### config.mk
export PLATFORM = sky130hd
export DESIGN_NAME = ccms_capture_compare
export DESIGN_NICKNAME = d
export VERILOG_FILES = /design/src/common/ccms_pkg.sv /design/src/logic/ccms_edge_divider.sv /design/src/logic/ccms_capture_compare.sv
export SDC_FILE = /design/constraint.sdc
export NUM_CORES = 1
export LEC_CHECK = 0
export BUFFER_PORTS_ARGS = -buffer_cell sky130_fd_sc_hd__buf_2
export CORE_MARGIN = 2
export CORE_UTILIZATION = 56
export CTS_BUF_LIST = sky130_fd_sc_hd__clkbuf_8
export CTS_CLUSTER_SIZE = 40
export DETAILED_ROUTE_END_ITERATION = 10
export PLACE_DENSITY = 0.73
export REMOVE_ABC_BUFFERS = 1
export SLEW_MARGIN = 20
export SYNTH_ARGS = -nofsm -noshare
export SYNTH_HDL_FRONTEND = slang
export SYNTH_SLANG_ARGS = --single-unit
### constraint.sdc
create_clock -name clk_sys -period 4.17 [get_ports clk_sys]
set_input_delay 0.834 -clock clk_sys [delete_from_list [all_inputs] [get_ports clk_sys]]
set_output_delay 0.834 -clock clk_sys [all_outputs]
set_load 0.02 [all_outputs]
### src/common/ccms_pkg.sv
// Constants shared by the capture/compare mode-select block.
// Assumes a 16-bit register port with a 4-bit word address.
package ccms_pkg;

  // Register port shape
  localparam int unsigned ADDR_WIDTH = 4;
  localparam int unsigned DATA_WIDTH = 16;

  // Register word addresses
  localparam logic [3:0] OFS_CTRL_LOW     = 4'h0;
  localparam logic [3:0] OFS_CTRL_HIGH    = 4'h1;
  localparam logic [3:0] OFS_CMP_A_LOW    = 4'h2;
  localparam logic [3:0] OFS_CMP_A_HIGH   = 4'h3;
  localparam logic [3:0] OFS_CMP_B_LOW    = 4'h4;
  localparam logic [3:0] OFS_CMP_B_HIGH   = 4'h5;
  localparam logic [3:0] OFS_PERIOD_LOW   = 4'h6;
  localparam logic [3:0] OFS_PERIOD_HIGH  = 4'h7;
  localparam logic [3:0] OFS_CAPTURE_LOW  = 4'h8;
  localparam logic [3:0] OFS_CAPTURE_HIGH = 4'h9;
  localparam logic [3:0] OFS_TIMER_LOW    = 4'ha;
  localparam logic [3:0] OFS_TIMER_HIGH   = 4'hb;
  localparam logic [3:0] OFS_STATUS       = 4'hc;
  localparam logic [3:0] OFS_CLEAR        = 4'hd;
  localparam logic [3:0] OFS_INT_ENABLE   = 4'he;
  localparam logic [3:0] OFS_SOURCE       = 4'hf;

  // Low control word fields
  localparam int unsigned CTRL_ON_BIT     = 15;
  localparam int unsigned CTRL_WIDE_BIT   = 5;
  localparam int unsigned CTRL_CAPSEL_BIT = 4;
  localparam int unsigned CTRL_MODE_LSB   = 0;
  localparam logic [15:0] CTRL_LOW_MASK   = 16'hbfff;
  localparam logic [15:0] CTRL_LOW_RESET  = 16'h0000;

  // High control word fields: 15 postscaler source, 14 retrigger, 11:8 ratio,
  // 7 trigger, 6 single shot, 5 alternate sync, 4:0 sync source
  localparam logic [15:0] CTRL_HIGH_MASK  = 16'hcfff;
  localparam logic [15:0] CTRL_HIGH_RESET = 16'h0000;

  // Other reset values
  localparam logic [31:0] PERIOD_RESET    = 32'hffff_ffff;
  localparam logic [31:0] CMP_RESET       = 32'h0000_0000;
  localparam logic [2:0]  SOURCE_RESET    = 3'h0;

  // Capture mode codes
  localparam logic [3:0] CAP_EDGE_DETECT  = 4'h0;
  localparam logic [3:0] CAP_RISE         = 4'h1;
  localparam logic [3:0] CAP_FALL         = 4'h2;
  localparam logic [3:0] CAP_BOTH         = 4'h3;
  localparam logic [3:0] CAP_RISE_DIV4    = 4'h4;
  localparam logic [3:0] CAP_RISE_DIV16   = 4'h5;

  // Compare mode codes
  localparam logic [3:0] CMP_TIMER        = 4'h0;
  localparam logic [3:0] CMP_SET_HIGH     = 4'h1;
  localparam logic [3:0] CMP_SET_LOW      = 4'h2;
  localparam logic [3:0] CMP_TOGGLE       = 4'h3;
  localparam logic [3:0] CMP_DUAL         = 4'h4;
  localparam logic [3:0] CMP_DUAL_BUF     = 4'h5;
  localparam logic [3:0] CMP_CENTER_BUF   = 4'h6;
  localparam logic [3:0] CMP_VAR_FREQ     = 4'h7;
  localparam logic [3:0] CMP_EXTERNAL     = 4'hf;

  // Status bit positions
  localparam int unsigned STATUS_WIDTH    = 3;
  localparam int unsigned ST_CAPTURE      = 0;
  localparam int unsigned ST_MATCH        = 1;
  localparam int unsigned ST_PERIOD       = 2;

  // Rising edges per capture in the divided modes
  localparam int unsigned CAP_DIV_SMALL   = 4;
  localparam int unsigned CAP_DIV_LARGE   = 16;

  // Compare a time base against a value, on 16 or 32 bits
  function automatic logic ccms_match(input logic [31:0] tb, input logic [31:0] val,
                                      input logic wide);
    ccms_match = wide ? (tb == val) : (tb[15:0] == val[15:0]);
  endfunction : ccms_match

  // Time base value as seen in the selected width
  function automatic logic [31:0] ccms_width(input logic [31:0] v, input logic wide);
    ccms_width = wide ? v : {16'h0000, v[15:0]};
  endfunction : ccms_width

endpackage : ccms_pkg

### src/logic/ccms_edge_divider.sv
// Rising-edge divider for the divided capture modes.
// Assumes edge pulses are one clock long and synchronous to clk_sys.
`timescale 1ns/1ns
`default_nettype none
module ccms_edge_divider
  import ccms_pkg::*;
#(
  parameter int unsigned MAX_DIV = CAP_DIV_LARGE
) (
  // Clock and reset
  input  wire logic clk_sys,
  input  wire logic rst,
  // Control
  input  wire logic restart,
  input  wire logic large_ratio,
  // Edges in, divided event out
  input  wire logic edge_seen,
  output var  logic fire
);

  if (MAX_DIV < CAP_DIV_LARGE || MAX_DIV > 256) begin : g_bad_div
    $error("ccms_edge_divider: MAX_DIV out of range");
  end

  logic [7:0] count;
  logic [7:0] limit;

  assign limit = large_ratio ? 8'(CAP_DIV_LARGE - 1) : 8'(CAP_DIV_SMALL - 1);
  assign fire  = edge_seen && (count == limit);

  // Restart keeps the count aligned with a fresh mode choice
  always_ff @(posedge clk_sys) begin
    if (rst || restart) begin
      count <= 8'h00;
    end else if (fire) begin
      count <= 8'h00;
    end else if (edge_seen) begin
      count <= count + 8'h01;
    end
  end

  property p_fire_on_last;
    @(posedge clk_sys) disable iff (rst)
    fire |-> (edge_seen && (count == (large_ratio ? 8'h0f : 8'h03)));
  endproperty
  a_fire_on_last: assert property (p_fire_on_last) else $error("divider fired early");

  property p_count_bound;
    @(posedge clk_sys) disable iff (rst)
    count <= 8'h0f;
  endproperty
  a_count_bound: assert property (p_count_bound) else $error("divider count runaway");

endmodule : ccms_edge_divider
`default_nettype wire

### src/logic/ccms_capture_compare.sv
// Capture/compare unit with a 16/32-bit time base and mode selection.
// Assumes capture_in and ext_source are synchronous to clk_sys.
//
// Overview of operation
// Wide bit picks 32-bit else 16-bit base
// Capture bit picks capture, else compare modes
// Capture code 0101 records every sixteenth rise
// Capture code 0100 records every fourth rise
// Capture code 0011 records both edges
// Capture code 0010 records falling edges only
// Capture code 0001 records rising edges only
// Capture code 0000 edge detect, both edges
// Compare code 1111 drives selected external source
// Compare code 0111 variable frequency, first instance
// Compare code 0110 buffered centre aligned, first instance
// Compare code 0101 dual edge, buffered values
// Compare code 0100 dual edge, A sets, B clears
// Compare code 0011 toggles output on match
// Compare code 0010 drives output low on match
// Compare code 0001 drives output high on match
// Compare code 0000 timer only, output off
// Second control word layout, resets to zero
// Software never programs reserved mode codes
//
// Our own choices: strobed register access and the register addresses.
`timescale 1ns/1ns
`default_nettype none
module ccms_capture_compare
  import ccms_pkg::*;
#(
  parameter int unsigned FIRST_INSTANCE = 1
) (
  // Clock and reset
  input  wire logic                  clk_sys,
  input  wire logic                  rst,
  // Register port
  input  wire logic [ADDR_WIDTH-1:0] reg_addr,
  input  wire logic [DATA_WIDTH-1:0] reg_wr_data,
  input  wire logic                  reg_wr_en,
  input  wire logic                  reg_rd_en,
  output var  logic [DATA_WIDTH-1:0] reg_rd_data,
  // Pins
  input  wire logic                  capture_in,
  input  wire logic [7:0]            ext_source,
  output var  logic                  compare_out,
  output var  logic                  compare_oe,
  // Interrupt
  output var  logic                  irq
);

  if (FIRST_INSTANCE > 1) begin : g_bad_instance
    $error("ccms_capture_compare: FIRST_INSTANCE must be 0 or 1");
  end

  logic [15:0]             ctrl_low;
  logic [15:0]             ctrl_high;
  logic [31:0]             cmp_a;
  logic [31:0]             cmp_b;
  logic [31:0]             shadow_a;
  logic [31:0]             shadow_b;
  logic [31:0]             period;
  logic [31:0]             timer_value;
  logic [31:0]             capture_value;
  logic [2:0]              input_source_select;
  logic [STATUS_WIDTH-1:0] status;
  logic [STATUS_WIDTH-1:0] int_enable;
  logic                    capture_in_q;
  logic [15:0]             freq_acc;

  logic                    module_on;
  logic                    wide_time_base_select;
  logic                    capture_function_select;
  logic [3:0]              function_mode_code;
  logic                    rise;
  logic                    fall;
  logic                    divided_fire;
  logic                    capture_fire;
  logic                    period_hit;
  logic [31:0]             act_a;
  logic [31:0]             act_b;
  logic                    match_a;
  logic                    match_b;
  logic                    buffered;
  logic                    wr_ctrl_low;
  logic [16:0]             freq_sum;
  logic                    next_out;
  logic                    next_oe;
  logic [STATUS_WIDTH-1:0] events;
  logic [STATUS_WIDTH-1:0] clear_bits;

  assign module_on               = ctrl_low[CTRL_ON_BIT];
  assign wide_time_base_select   = ctrl_low[CTRL_WIDE_BIT];
  assign capture_function_select = ctrl_low[CTRL_CAPSEL_BIT];
  assign function_mode_code      = ctrl_low[CTRL_MODE_LSB +: 4];
  assign wr_ctrl_low             = reg_wr_en && (reg_addr == OFS_CTRL_LOW);

  // Register writes
  // second control word
  always_ff @(posedge clk_sys) begin
    if (rst) begin
      ctrl_low            <= CTRL_LOW_RESET;
      ctrl_high           <= CTRL_HIGH_RESET;
      cmp_a               <= CMP_RESET;
      cmp_b               <= CMP_RESET;
      period              <= PERIOD_RESET;
      input_source_select <= SOURCE_RESET;
      int_enable          <= '0;
    end else if (reg_wr_en) begin
      unique case (reg_addr)
        OFS_CTRL_LOW:    ctrl_low            <= reg_wr_data & CTRL_LOW_MASK;
        OFS_CTRL_HIGH:   ctrl_high           <= reg_wr_data & CTRL_HIGH_MASK;
        OFS_CMP_A_LOW:   cmp_a[15:0]         <= reg_wr_data;
        OFS_CMP_A_HIGH:  cmp_a[31:16]        <= reg_wr_data;
        OFS_CMP_B_LOW:   cmp_b[15:0]         <= reg_wr_data;
        OFS_CMP_B_HIGH:  cmp_b[31:16]        <= reg_wr_data;
        OFS_PERIOD_LOW:  period[15:0]        <= reg_wr_data;
        OFS_PERIOD_HIGH: period[31:16]       <= reg_wr_data;
        OFS_INT_ENABLE:  int_enable          <= reg_wr_data[STATUS_WIDTH-1:0];
        OFS_SOURCE:      input_source_select <= reg_wr_data[2:0];
        default: ;
      endcase
    end
  end

  // Time base
  assign period_hit = module_on && ccms_match(timer_value, period, wide_time_base_select);

  // width of count
  always_ff @(posedge clk_sys) begin
    if (rst || !module_on) begin
      timer_value <= 32'h0000_0000;
    end else if (period_hit) begin
      timer_value <= 32'h0000_0000;
    end else begin
      timer_value <= ccms_width(timer_value + 32'h0000_0001, wide_time_base_select);
    end
  end

  // Capture path
  always_ff @(posedge clk_sys) begin
    if (rst) begin
      capture_in_q <= 1'b0;
    end else begin
      capture_in_q <= capture_in;
    end
  end

  assign rise = capture_in && !capture_in_q;
  assign fall = !capture_in && capture_in_q;

  // sixteenth rise
  // fourth rise
  ccms_edge_divider #(
    .MAX_DIV (CAP_DIV_LARGE)
  ) u_divider (
    .clk_sys     (clk_sys),
    .rst         (rst),
    .restart     (wr_ctrl_low || !module_on),
    .large_ratio (function_mode_code == CAP_RISE_DIV16),
    .edge_seen   (rise),
    .fire        (divided_fire)
  );

  // capture selected
  always_comb begin
    capture_fire = 1'b0;
    if (module_on && capture_function_select) begin
      unique case (function_mode_code)
        // edge detect
        CAP_EDGE_DETECT: capture_fire = rise || fall;
        // rising only
        CAP_RISE:        capture_fire = rise;
        // falling only
        CAP_FALL:        capture_fire = fall;
        // both edges
        CAP_BOTH:        capture_fire = rise || fall;
        CAP_RISE_DIV4,
        CAP_RISE_DIV16:  capture_fire = divided_fire;
        // Reserved codes capture nothing
        default:         capture_fire = 1'b0;
      endcase
    end
  end

  // captured width
  always_ff @(posedge clk_sys) begin
    if (rst) begin
      capture_value <= 32'h0000_0000;
    end else if (capture_fire) begin
      capture_value <= ccms_width(timer_value, wide_time_base_select);
    end
  end

  // Compare path
  // buffered values
  assign buffered = (function_mode_code == CMP_DUAL_BUF) ||
                    (function_mode_code == CMP_CENTER_BUF);
  assign act_a    = buffered ? shadow_a : cmp_a;
  assign act_b    = buffered ? shadow_b : cmp_b;
  assign match_a  = module_on && ccms_match(timer_value, act_a, wide_time_base_select);
  assign match_b  = module_on && ccms_match(timer_value, act_b, wide_time_base_select);

  // New values reach buffered modes only at a period rollover or while off,
  // so a half-written 32-bit value never takes effect mid-period
  always_ff @(posedge clk_sys) begin
    if (rst) begin
      shadow_a <= CMP_RESET;
      shadow_b <= CMP_RESET;
    end else if (period_hit || !module_on) begin
      shadow_a <= cmp_a;
      shadow_b <= cmp_b;
    end
  end

  // pulse accumulator
  assign freq_sum = {1'b0, freq_acc} + {1'b0, cmp_a[15:0]};

  always_ff @(posedge clk_sys) begin
    if (rst || !module_on) begin
      freq_acc <= 16'h0000;
    end else begin
      freq_acc <= freq_sum[15:0];
    end
  end

  always_comb begin
    next_out = compare_out;
    next_oe  = 1'b0;
    if (module_on && !capture_function_select) begin
      next_oe = 1'b1;
      unique case (function_mode_code)
        // timer only
        CMP_TIMER: begin
          next_oe  = 1'b0;
          next_out = 1'b0;
        end
        // drive high
        CMP_SET_HIGH: if (match_a) next_out = 1'b1;
        // drive low
        CMP_SET_LOW:  if (match_a) next_out = 1'b0;
        // toggle
        CMP_TOGGLE:   if (match_a) next_out = !compare_out;
        // set and clear
        // buffered dual edge
        // centre aligned
        CMP_DUAL, CMP_DUAL_BUF, CMP_CENTER_BUF: begin
          if (function_mode_code == CMP_CENTER_BUF && FIRST_INSTANCE == 0) begin
            next_oe  = 1'b0;
            next_out = 1'b0;
          end else if (match_b) begin
            next_out = 1'b0;
          end else if (match_a) begin
            next_out = 1'b1;
          end
        end
        // carry pulse
        CMP_VAR_FREQ: begin
          next_oe  = (FIRST_INSTANCE != 0);
          next_out = (FIRST_INSTANCE != 0) && freq_sum[16];
        end
        // external source
        CMP_EXTERNAL: next_out = ext_source[input_source_select];
        // reserved codes keep the pin released
        default: begin
          next_oe  = 1'b0;
          next_out = 1'b0;
        end
      endcase
    end else begin
      next_out = 1'b0;
    end
  end

  always_ff @(posedge clk_sys) begin
    if (rst) begin
      compare_out <= 1'b0;
      compare_oe  <= 1'b0;
    end else begin
      compare_out <= next_out;
      compare_oe  <= next_oe;
    end
  end

  // Interrupt status: a new event wins over a clear in the same cycle
  assign events[ST_CAPTURE] = capture_fire;
  assign events[ST_MATCH]   = match_a && !capture_function_select;
  assign events[ST_PERIOD]  = period_hit;
  assign clear_bits = (reg_wr_en && reg_addr == OFS_CLEAR) ?
                      reg_wr_data[STATUS_WIDTH-1:0] : '0;

  always_ff @(posedge clk_sys) begin
    if (rst) begin
      status <= '0;
    end else begin
      status <= (status & ~clear_bits) | events;
    end
  end

  always_ff @(posedge clk_sys) begin
    if (rst) begin
      irq <= 1'b0;
    end else begin
      irq <= |(status & int_enable);
    end
  end

  // Read port; unmapped and write-only words read as zero
  always_ff @(posedge clk_sys) begin
    if (rst) begin
      reg_rd_data <= '0;
    end else if (reg_rd_en) begin
      unique case (reg_addr)
        OFS_CTRL_LOW:     reg_rd_data <= ctrl_low;
        OFS_CTRL_HIGH:    reg_rd_data <= ctrl_high;
        OFS_CMP_A_LOW:    reg_rd_data <= cmp_a[15:0];
        OFS_CMP_A_HIGH:   reg_rd_data <= cmp_a[31:16];
        OFS_CMP_B_LOW:    reg_rd_data <= cmp_b[15:0];
        OFS_CMP_B_HIGH:   reg_rd_data <= cmp_b[31:16];
        OFS_PERIOD_LOW:   reg_rd_data <= period[15:0];
        OFS_PERIOD_HIGH:  reg_rd_data <= period[31:16];
        OFS_CAPTURE_LOW:  reg_rd_data <= capture_value[15:0];
        OFS_CAPTURE_HIGH: reg_rd_data <= capture_value[31:16];
        OFS_TIMER_LOW:    reg_rd_data <= timer_value[15:0];
        OFS_TIMER_HIGH:   reg_rd_data <= timer_value[31:16];
        OFS_STATUS:       reg_rd_data <= {13'h0000, status};
        OFS_INT_ENABLE:   reg_rd_data <= {13'h0000, int_enable};
        OFS_SOURCE:       reg_rd_data <= {13'h0000, input_source_select};
        default:          reg_rd_data <= '0;
      endcase
    end
  end

  // Checks
  property p_narrow_base;
    @(posedge clk_sys) disable iff (rst)
    !wide_time_base_select |=> (timer_value[31:16] == 16'h0000);
  endproperty
  a_narrow_base: assert property (p_narrow_base) else $error("upper half counts in 16-bit mode");

  property p_capture_no_drive;
    @(posedge clk_sys) disable iff (rst)
    capture_function_select |=> !compare_oe;
  endproperty
  a_capture_no_drive: assert property (p_capture_no_drive) else $error("pin driven in capture");

  property p_rise_capture;
    @(posedge clk_sys) disable iff (rst)
    (module_on && capture_function_select && function_mode_code == CAP_RISE && rise)
      |=> status[ST_CAPTURE] && (capture_value == ccms_width($past(timer_value), $past(wide_time_base_select)));
  endproperty
  a_rise_capture: assert property (p_rise_capture) else $error("rising edge not captured");

  property p_fall_only;
    @(posedge clk_sys) disable iff (rst)
    (capture_function_select && function_mode_code == CAP_FALL && rise) |-> !capture_fire;
  endproperty
  a_fall_only: assert property (p_fall_only) else $error("rise captured in falling mode");

  property p_both_edges;
    @(posedge clk_sys) disable iff (rst)
    (module_on && capture_function_select && function_mode_code == CAP_BOTH && fall)
      |-> capture_fire;
  endproperty
  a_both_edges: assert property (p_both_edges) else $error("falling edge missed");

  property p_set_high;
    @(posedge clk_sys) disable iff (rst)
    (module_on && !capture_function_select && function_mode_code == CMP_SET_HIGH && match_a)
      |=> compare_out && compare_oe;
  endproperty
  a_set_high: assert property (p_set_high) else $error("output not high on match");

  property p_set_low;
    @(posedge clk_sys) disable iff (rst)
    (module_on && !capture_function_select && function_mode_code == CMP_SET_LOW && match_a)
      |=> !compare_out;
  endproperty
  a_set_low: assert property (p_set_low) else $error("output not low on match");

  property p_toggle;
    @(posedge clk_sys) disable iff (rst)
    (module_on && !capture_function_select && function_mode_code == CMP_TOGGLE && match_a)
      |=> compare_out != $past(compare_out);
  endproperty
  a_toggle: assert property (p_toggle) else $error("output did not toggle");

  property p_timer_only;
    @(posedge clk_sys) disable iff (rst)
    (!capture_function_select && function_mode_code == CMP_TIMER) |=> !compare_oe && !compare_out;
  endproperty
  a_timer_only: assert property (p_timer_only) else $error("output active in timer mode");

  property p_dual_clear;
    @(posedge clk_sys) disable iff (rst)
    (module_on && !capture_function_select && function_mode_code == CMP_DUAL && match_b)
      |=> !compare_out;
  endproperty
  a_dual_clear: assert property (p_dual_clear) else $error("second match did not clear");

  property p_external;
    @(posedge clk_sys) disable iff (rst)
    (module_on && !capture_function_select && function_mode_code == CMP_EXTERNAL)
      |=> compare_out == $past(ext_source[input_source_select]);
  endproperty
  a_external: assert property (p_external) else $error("external source not followed");

  property p_irq_level;
    @(posedge clk_sys) disable iff (rst)
    ##1 irq == $past(|(status & int_enable));
  endproperty
  a_irq_level: assert property (p_irq_level) else $error("interrupt level wrong");

  c_div16: cover property (@(posedge clk_sys) disable iff (rst)
    capture_function_select && function_mode_code == CAP_RISE_DIV16 && capture_fire);
  c_toggle: cover property (@(posedge clk_sys) disable iff (rst)
    !capture_function_select && function_mode_code == CMP_TOGGLE && match_a);
  c_dual_buf: cover property (@(posedge clk_sys) disable iff (rst)
    !capture_function_select && function_mode_code == CMP_DUAL_BUF && match_b);
  c_irq: cover property (@(posedge clk_sys) disable iff (rst) $rose(irq));

endmodule : ccms_capture_compare
`default_nettype wire

==> results of run 1 <==
[power by group]
part / switching, mW / total, mW / internal (mW)
clock: 1.23 / 2.72 / 1.49
sequential: 0.0369 / 2.99 / 2.96
combinational: 0.227 / 0.328 / 0.101
total: 1.50 / 6.04 / 4.55
[cell type report]
class | count | area [um^2]
clock buffers | 67 | 922
clock inverters | 22 | 120
fillers | 2376 | 9980
inverters | 45 | 169
multi-input cells | 1381 | 8300
flip-flops and latches | 306 | 6130
well taps | 341 | 427
repair buffers | 102 | 684
[critical path: stages (launching register included)]
cell and delay [ps]:
dfxtp_1 310, nand2b_1 260, nor2_4 840, o21ai_0 220
a22oi_2 160, o211ai_1 120, nor4_2 540, o2111ai_2 240
a221o_1 410, a32oi_1 200
[per-layer routing]
layer  global-route usage (%)  vias to the layer above  wire, um
li1                         -                     6541         -
met1                     45.0                     6768     19600
met2                     55.5                      907     22800
met3                     8.16                      194      5770
met4                     19.1                        0      2840
met5                        0                        -         0
[through the flow]
stage	utilization [%]	hold slack [ps]	std cells	setup WS [ps]	power (mW)
floorplan	-	425	1732	485	3.19
global route	62.7	469	2264	710	6.19
detailed placement	58.8	446	2175	944	3.37
finish	62.7	456	2264	769	6.04
CTS	62.7	454	2264	905	6.04
global placement	58.8	438	2175	1010	3.37
[Yosys cell counts, drive strengths merged, types with 4 or more instances]
master     n  share of area, %
dfxtp    306                41
a21oi    163               5.4
nor4      16              0.70
o211ai     5              0.25
a21o       4              0.20
and4       5              0.29
a221oi    11              0.64
a211o     34               2.0
nand4     29               1.2
xnor2     62               3.7
a32oi      4              0.23
nand2    327               8.2
ha        20               1.7
nor3      31               1.0
o2111ai    4              0.27
a2111oi    7              0.45
nand3     56               1.9
and3      45               1.9
a211oi     8              0.40
a22o       6              0.35
buf       22              0.81
or3        4              0.17
xor2      71               4.2
nor2b     10              0.41
mux2i     74               4.9
and2      13              0.54
clkbuf   121               3.0
inv       44               1.1
a222oi    12              0.79
o22ai     13              0.54
nand2b    13              0.54
o21ai     20              0.66
nor2     202               5.1
a22oi     72               3.6
o221ai     5              0.29
[how the worst min path moves through the flow]
stage / slack [ps] / cells past startpoint / end
2_1_floorplan: 430 / 2 / capture_value[23]
3_3_place_gp: 440 / 2 / capture_value[16]
3_5_place_dp: 450 / 2 / capture_value[10]
4_1_cts: 450 / 2 / capture_value[10]
5_1_grt: 470 / 2 / capture_value[11]
6_report: 460 / 2 / capture_value[2]
[state kept, by name (all words and copies together), names as in the netlist, 8 cells and up]
| name | count |
|---|---|
| shadow_b | 32 |
| cmp_a | 32 |
| u_divider.count | 8 |
| reg_rd_data | 16 |
| freq_acc | 16 |
| ctrl_low | 15 |
| timer_value | 32 |
| capture_value | 32 |
| ctrl_high | 14 |
| cmp_b | 32 |
| period | 32 |
| shadow_a | 32 |
[cell families after synthesis]
group	count (synthesis)	synth area share (%)
flip-flops	306	40.5
AND/OR/NAND/NOR	761	22.3
multiplexers	77	5.30
AO/OA/AOI/OAI	389	17.2
buffers and inverters	188	4.93
adder cells (fa/ha/maj)	21	1.79
XOR/XNOR	133	7.95
==> out/summary.txt, run 1 <==
Die H - 168 um
WL/cell - 22.6 um
Hold Path Class - reg2reg
Hold Fails Final Rpt - 0
Antenna cells - 0
Crit end category - flip-flop
Cell Area, Synth - 15100 um^2
Routed vias/inst - 6.36
Root Driver - clkbuf_8
Crit path DAT - 3900 ps
Max FO, Critical Path - 32
Io pins - 52
Fraction of layout cells with a size suffix above 1 - 10.6%
Least-Margin Pin Slew - 1020 ps
Leak pwr - 6.52 nW
Setup bufs post-CTS - 0
CTS buffer count - 50
HP Start - capture_value[2]
CTS tree - built
Critical Path RT - 4670 ps
R2R setup slack - 770 ps
CP Class - reg2reg
Final ANT Viol Nets - 0
Detailed Routing Iterations Pass 1 - 8
First-pass GRT wire length - 77800 um
Yosys reg bits - 306
Sink Count - 306
PD cells - 361 nW/um^2
Worst Setup EP - compare_out
Core area - 26700 um^2
Dpl hpwl - 35500 um
Crit. Startpoint - ctrl_low[3]
# DRC - 0
Worst Reg-to-Reg Cells - 9
Worst-path clk slew - 60 ps
Setup TNS - 0 ps
GRT Overall Usage - 35.2%
Unique masters post-synth - 68
Max-cap violations - 0
RSZ-0062 raised after global routing - false
Outcome - finished clean
GPL Wtd Cong - 0.960
Gr ovfl total - 0
CP startpoint kind - flip-flop
DRT iter0 DRCs - 1944
Final setup vio count - 0
Most frequent cells in the layout - nand2_1 (325), dfxtp_1 (306), nor2_1 (199)
Final WL - 51100 um
Post-DP Area - 15700 um^2
Top_reg_cell synth - dfxtp_1
Async SR Flop Fraction - 0%
Vias in the first global route - 13500
Worst-skew pair later-pin latency - 600 ps
Starting Density - 56.6%
Die Area - 28300 um^2
Total Nets Final - 1940
Tmin final - 3400 ps
Largest net degree at the start of global routing - 176
Via count - 14400
Rows - 60
Synth Instances - 1875
Setup Skew - 28.8 ps
Hold Buf Count CTS - 0
Fmax - 294 MHz
Max Root-Sink Buffers - 3
Max-slew violation count - 0
Post-synthesis sequential area ratio - 40.5%
Final Cycle Share - 81.6%
Post-cts resize count - 0
Slew HR - 31.5%
Port Buffers - 51
Design area - 16700 um^2
Most common cell after layout, fill and taps aside - nand2_1
Crit Reg-Reg Endpoint - compare_out
H-tree depth - 2
Worst R2R Start - ctrl_low[3]
Die W - 168 um
Yosys warns - 0
Peak VDD IR - 0.211 mV
Post-synth EDFFs - 0
Initial antenna violation count - 0
Area delta synth->final - 10.7%
Mean area per synthesized cell - 8.07 um^2
Note: power is estimated with default switching activity, not from simulation.
==> run 2, diff against run 1 <==
ABC_AREA = 1   (was unset)
PLACE_DENSITY = 0.76   (was 0.73)
clock period = 3.1 ns   (was 4.17 ns; I/O delays follow)
==> run 2 against run 1 <==
  * Clock skew down 6.4 ps
  * Clock power grew 39%
  * Final cell count is 15% higher
  * Hold slack lost 160 ps
  * Wire length grew 2.3%
  * Critical endpoint unchanged
  * Setup slack worse by 510 ps
  * Synthesized cell count is 16% higher
  * Non-clock buffer count is 13 higher
  * Global-route usage is 0.72 points higher
  * Sequential share of layout area decreased by 0.53 points
  * Flip-flop and latch count unchanged
  * Total power grew 38%
==> out/summary.txt, run 2 <==
Dpl hpwl - 37700 um
Fill cell count - 2425
CP startpoint kind - flip-flop
Die Area - 28500 um^2
Final core occ - 63.4%
Root Driver - clkbuf_8
HP Start - capture_in
Area delta synth->final - 11.8%
Max Root-Sink Buffers - 3
GPL Wtd Cong - 1.06
RSZ-0062 raised after global routing - false
PD cells - 491 nW/um^2
Crit path largest cell delay - 480 ps
Hold Fails Final Rpt - 0
Least-Margin Pin Slew - 752 ps
Setup Skew - 22.4 ps
Post-synth EDFFs - 0
Post-synthesis sequential area ratio - 40.3%
Outcome - finished clean
CTS tree - built
Max-cap violations - 0
Slew HR - 49.8%
H-tree depth - 2
Most frequent cell after synthesis - nand2_1
Most common cell after layout, fill and taps aside - nand2_1
Sink Count - 306
Synth cell count leaders - nand2_1 (461), dfxtp_1 (306), a21oi_1 (270), inv_1 (238), o21ai_0 (238)
Total Nets Final - 2275
First-pass GRT wire length - 80300 um
Yosys warns - 0
Top_reg_cell synth - dfxtp_1
Cell Count, Final, Fillers Out - 2599
Rows - 60
Unique masters post-synth - 51
Synth Instances - 2178
DRT iter0 DRCs - 1802
Worst R2R Start - ctrl_low[1]
Core area - 26800 um^2
# DRC - 0
Most frequent cells in the layout - nand2_1 (460), dfxtp_1 (305), a21oi_1 (270)
Starting Density - 56.7%
Critical Path RT - 3600 ps
Crit end category - flip-flop
Port Buffers - 51
Area leader, netlist - dfxtp_1
Final setup vio count - 0
Hold Path Class - in2reg
Top cells by area, synth - dfxtp_1 (40%), nand2_1 (11%), a21oi_1 (8.9%), o21ai_0 (7.8%), inv_1 (5.9%)
Top Family by Delay on Critical Path - simple AND/OR/NAND/NOR gates
Antenna cells - 0
Initial antenna violation count - 0
Crit. Startpoint - ctrl_low[1]
Slowest CP cell - dfxtp_1
Via count - 15900
Yosys reg bits - 306
WL/cell - 20.1 um
Final ANT Viol Nets - 0
Vias in the first global route - 14500
Io pins - 52
Critical-path cell list - inv_2 > nand2_4 > nand3_4 > buf_12 > o21ai_0 > xor2_1 > nor3_1 > nand2_1 > nor2_1 > nand2_1 > nand2_1 > nand2_1 > nand2_1 > nand2_1 > a21oi_1
CP bufs+invs - 2
Fmax - 352 MHz
Async SR Flop Fraction - 0%
Final Cycle Share - 91.7%
Share of the synthesized area in the top cell type - 40.3%
Routed vias/inst - 6.13
Worst-path clk slew - 60 ps
CP Class - reg2reg
Fraction of layout cells with a size suffix above 1 - 9.88%
Most used cell, CP - nand2_1
Die H - 169 um
Worst-skew pair later-pin latency - 590 ps
Mean area per synthesized cell - 6.98 um^2
GRT Overall Usage - 36.0%
DP Cell Count - 2504
Peak VDD IR - 0.454 mV
Gr ovfl total - 0
Die W - 169 um
Tmin final - 2840 ps
Final WL - 52200 um
Crit path DAT - 3350 ps
Leak pwr - 6.90 nW
Detailed Routing Iterations Pass 1 - 7
CTS buffer count - 52
Max-slew violation count - 0
Max FO, Critical Path - 53
Largest net degree at the start of global routing - 54
Cell Area, Synth - 15200 um^2
-- run 2: kinds of logic (layout without fill, tap and decap cells) --
group / after synthesis / after routing / share of synthesized area, %
and+or+nand+nor: 778 / 778 / 21.8
xor gates and xnor gates: 33 / 33 / 1.90
muxes: 1 / 1 / 0.0658
adders and majority gates: 21 / 21 / 1.78
DFF: 306 / 306 / 40.3
AOI/OAI and AO/OA: 669 / 669 / 24.5
buffers and inverters: 370 / 450 / 9.67
-- run 2: power by group --
part / leakage, nW / internal [mW] / total, mW / switching, mW
Clock: 0.614 / 2.10 / 3.79 / 1.69
Sequential: 2.47 / 4.00 / 4.04 / 0.0440
Combinational: 3.82 / 0.149 / 0.518 / 0.369
Total: 6.90 / 6.24 / 8.35 / 2.11
-- run 2: worst paths after layout --
check                                    end  slack (ps)  cells past startpoint
worst min register to register  ctrl_high[2]         450                      2
worst min-delay path            capture_in_q         300                      3
worst max register to register   compare_out         260                     15
worst max-delay path             compare_out         260                     15
-- run 2: metal layers --
metal	GRT usage [%]	part of all wire, %
met5	0	0
met4	15.6	4.6
met3	7.76	12
met2	55.1	43
met1	49.0	40
-- run 2: area by class of cell --
cell class	count	area (um^2)	share of cell area (%)
Timing Repair Buffer	115	823	4.84
Clock inverter	24	159	0.935
Clock buffer	67	922	5.43
Multi-Input combinational cell	1502	7620	44.8
Inverter	244	918	5.40
Sequential cell	306	6130	36.0
Tap cell	341	427	2.51
-- run 2: per-stage QoR --
stage / setup TNS, ps / worst slack [ps] / area [um^2] / power [mW] / hold slack [ps]
after floorplan: -35660 / -304 / 14700 / 4.40 / 427
after global placement: 0 / 390 / 15900 / 4.60 / 435
after detailed placement: 0 / 302 / 15900 / 4.62 / 440
after CTS: 0 / 239 / 17000 / 8.35 / 278
after global routing: 0 / 67.0 / 17000 / 8.59 / 301
final: 0 / 256 / 17000 / 8.35 / 297
-- run 2: worst min-delay path: cells and delay by family --
family | cells | cell delay (ps)
buffers and inverters | 2 | 140
and+or+nand+nor | 1 | 70
-- run 2: repair_timing --
| item | 4_1_cts | 5_1_grt |
|---|---|---|
| resized for setup | 0 | 2 |
| hold buffers | 0 | 0 |
| buffers inserted | 0 | 4 |
| endpoints found under the setup margin | 0 | 3 |
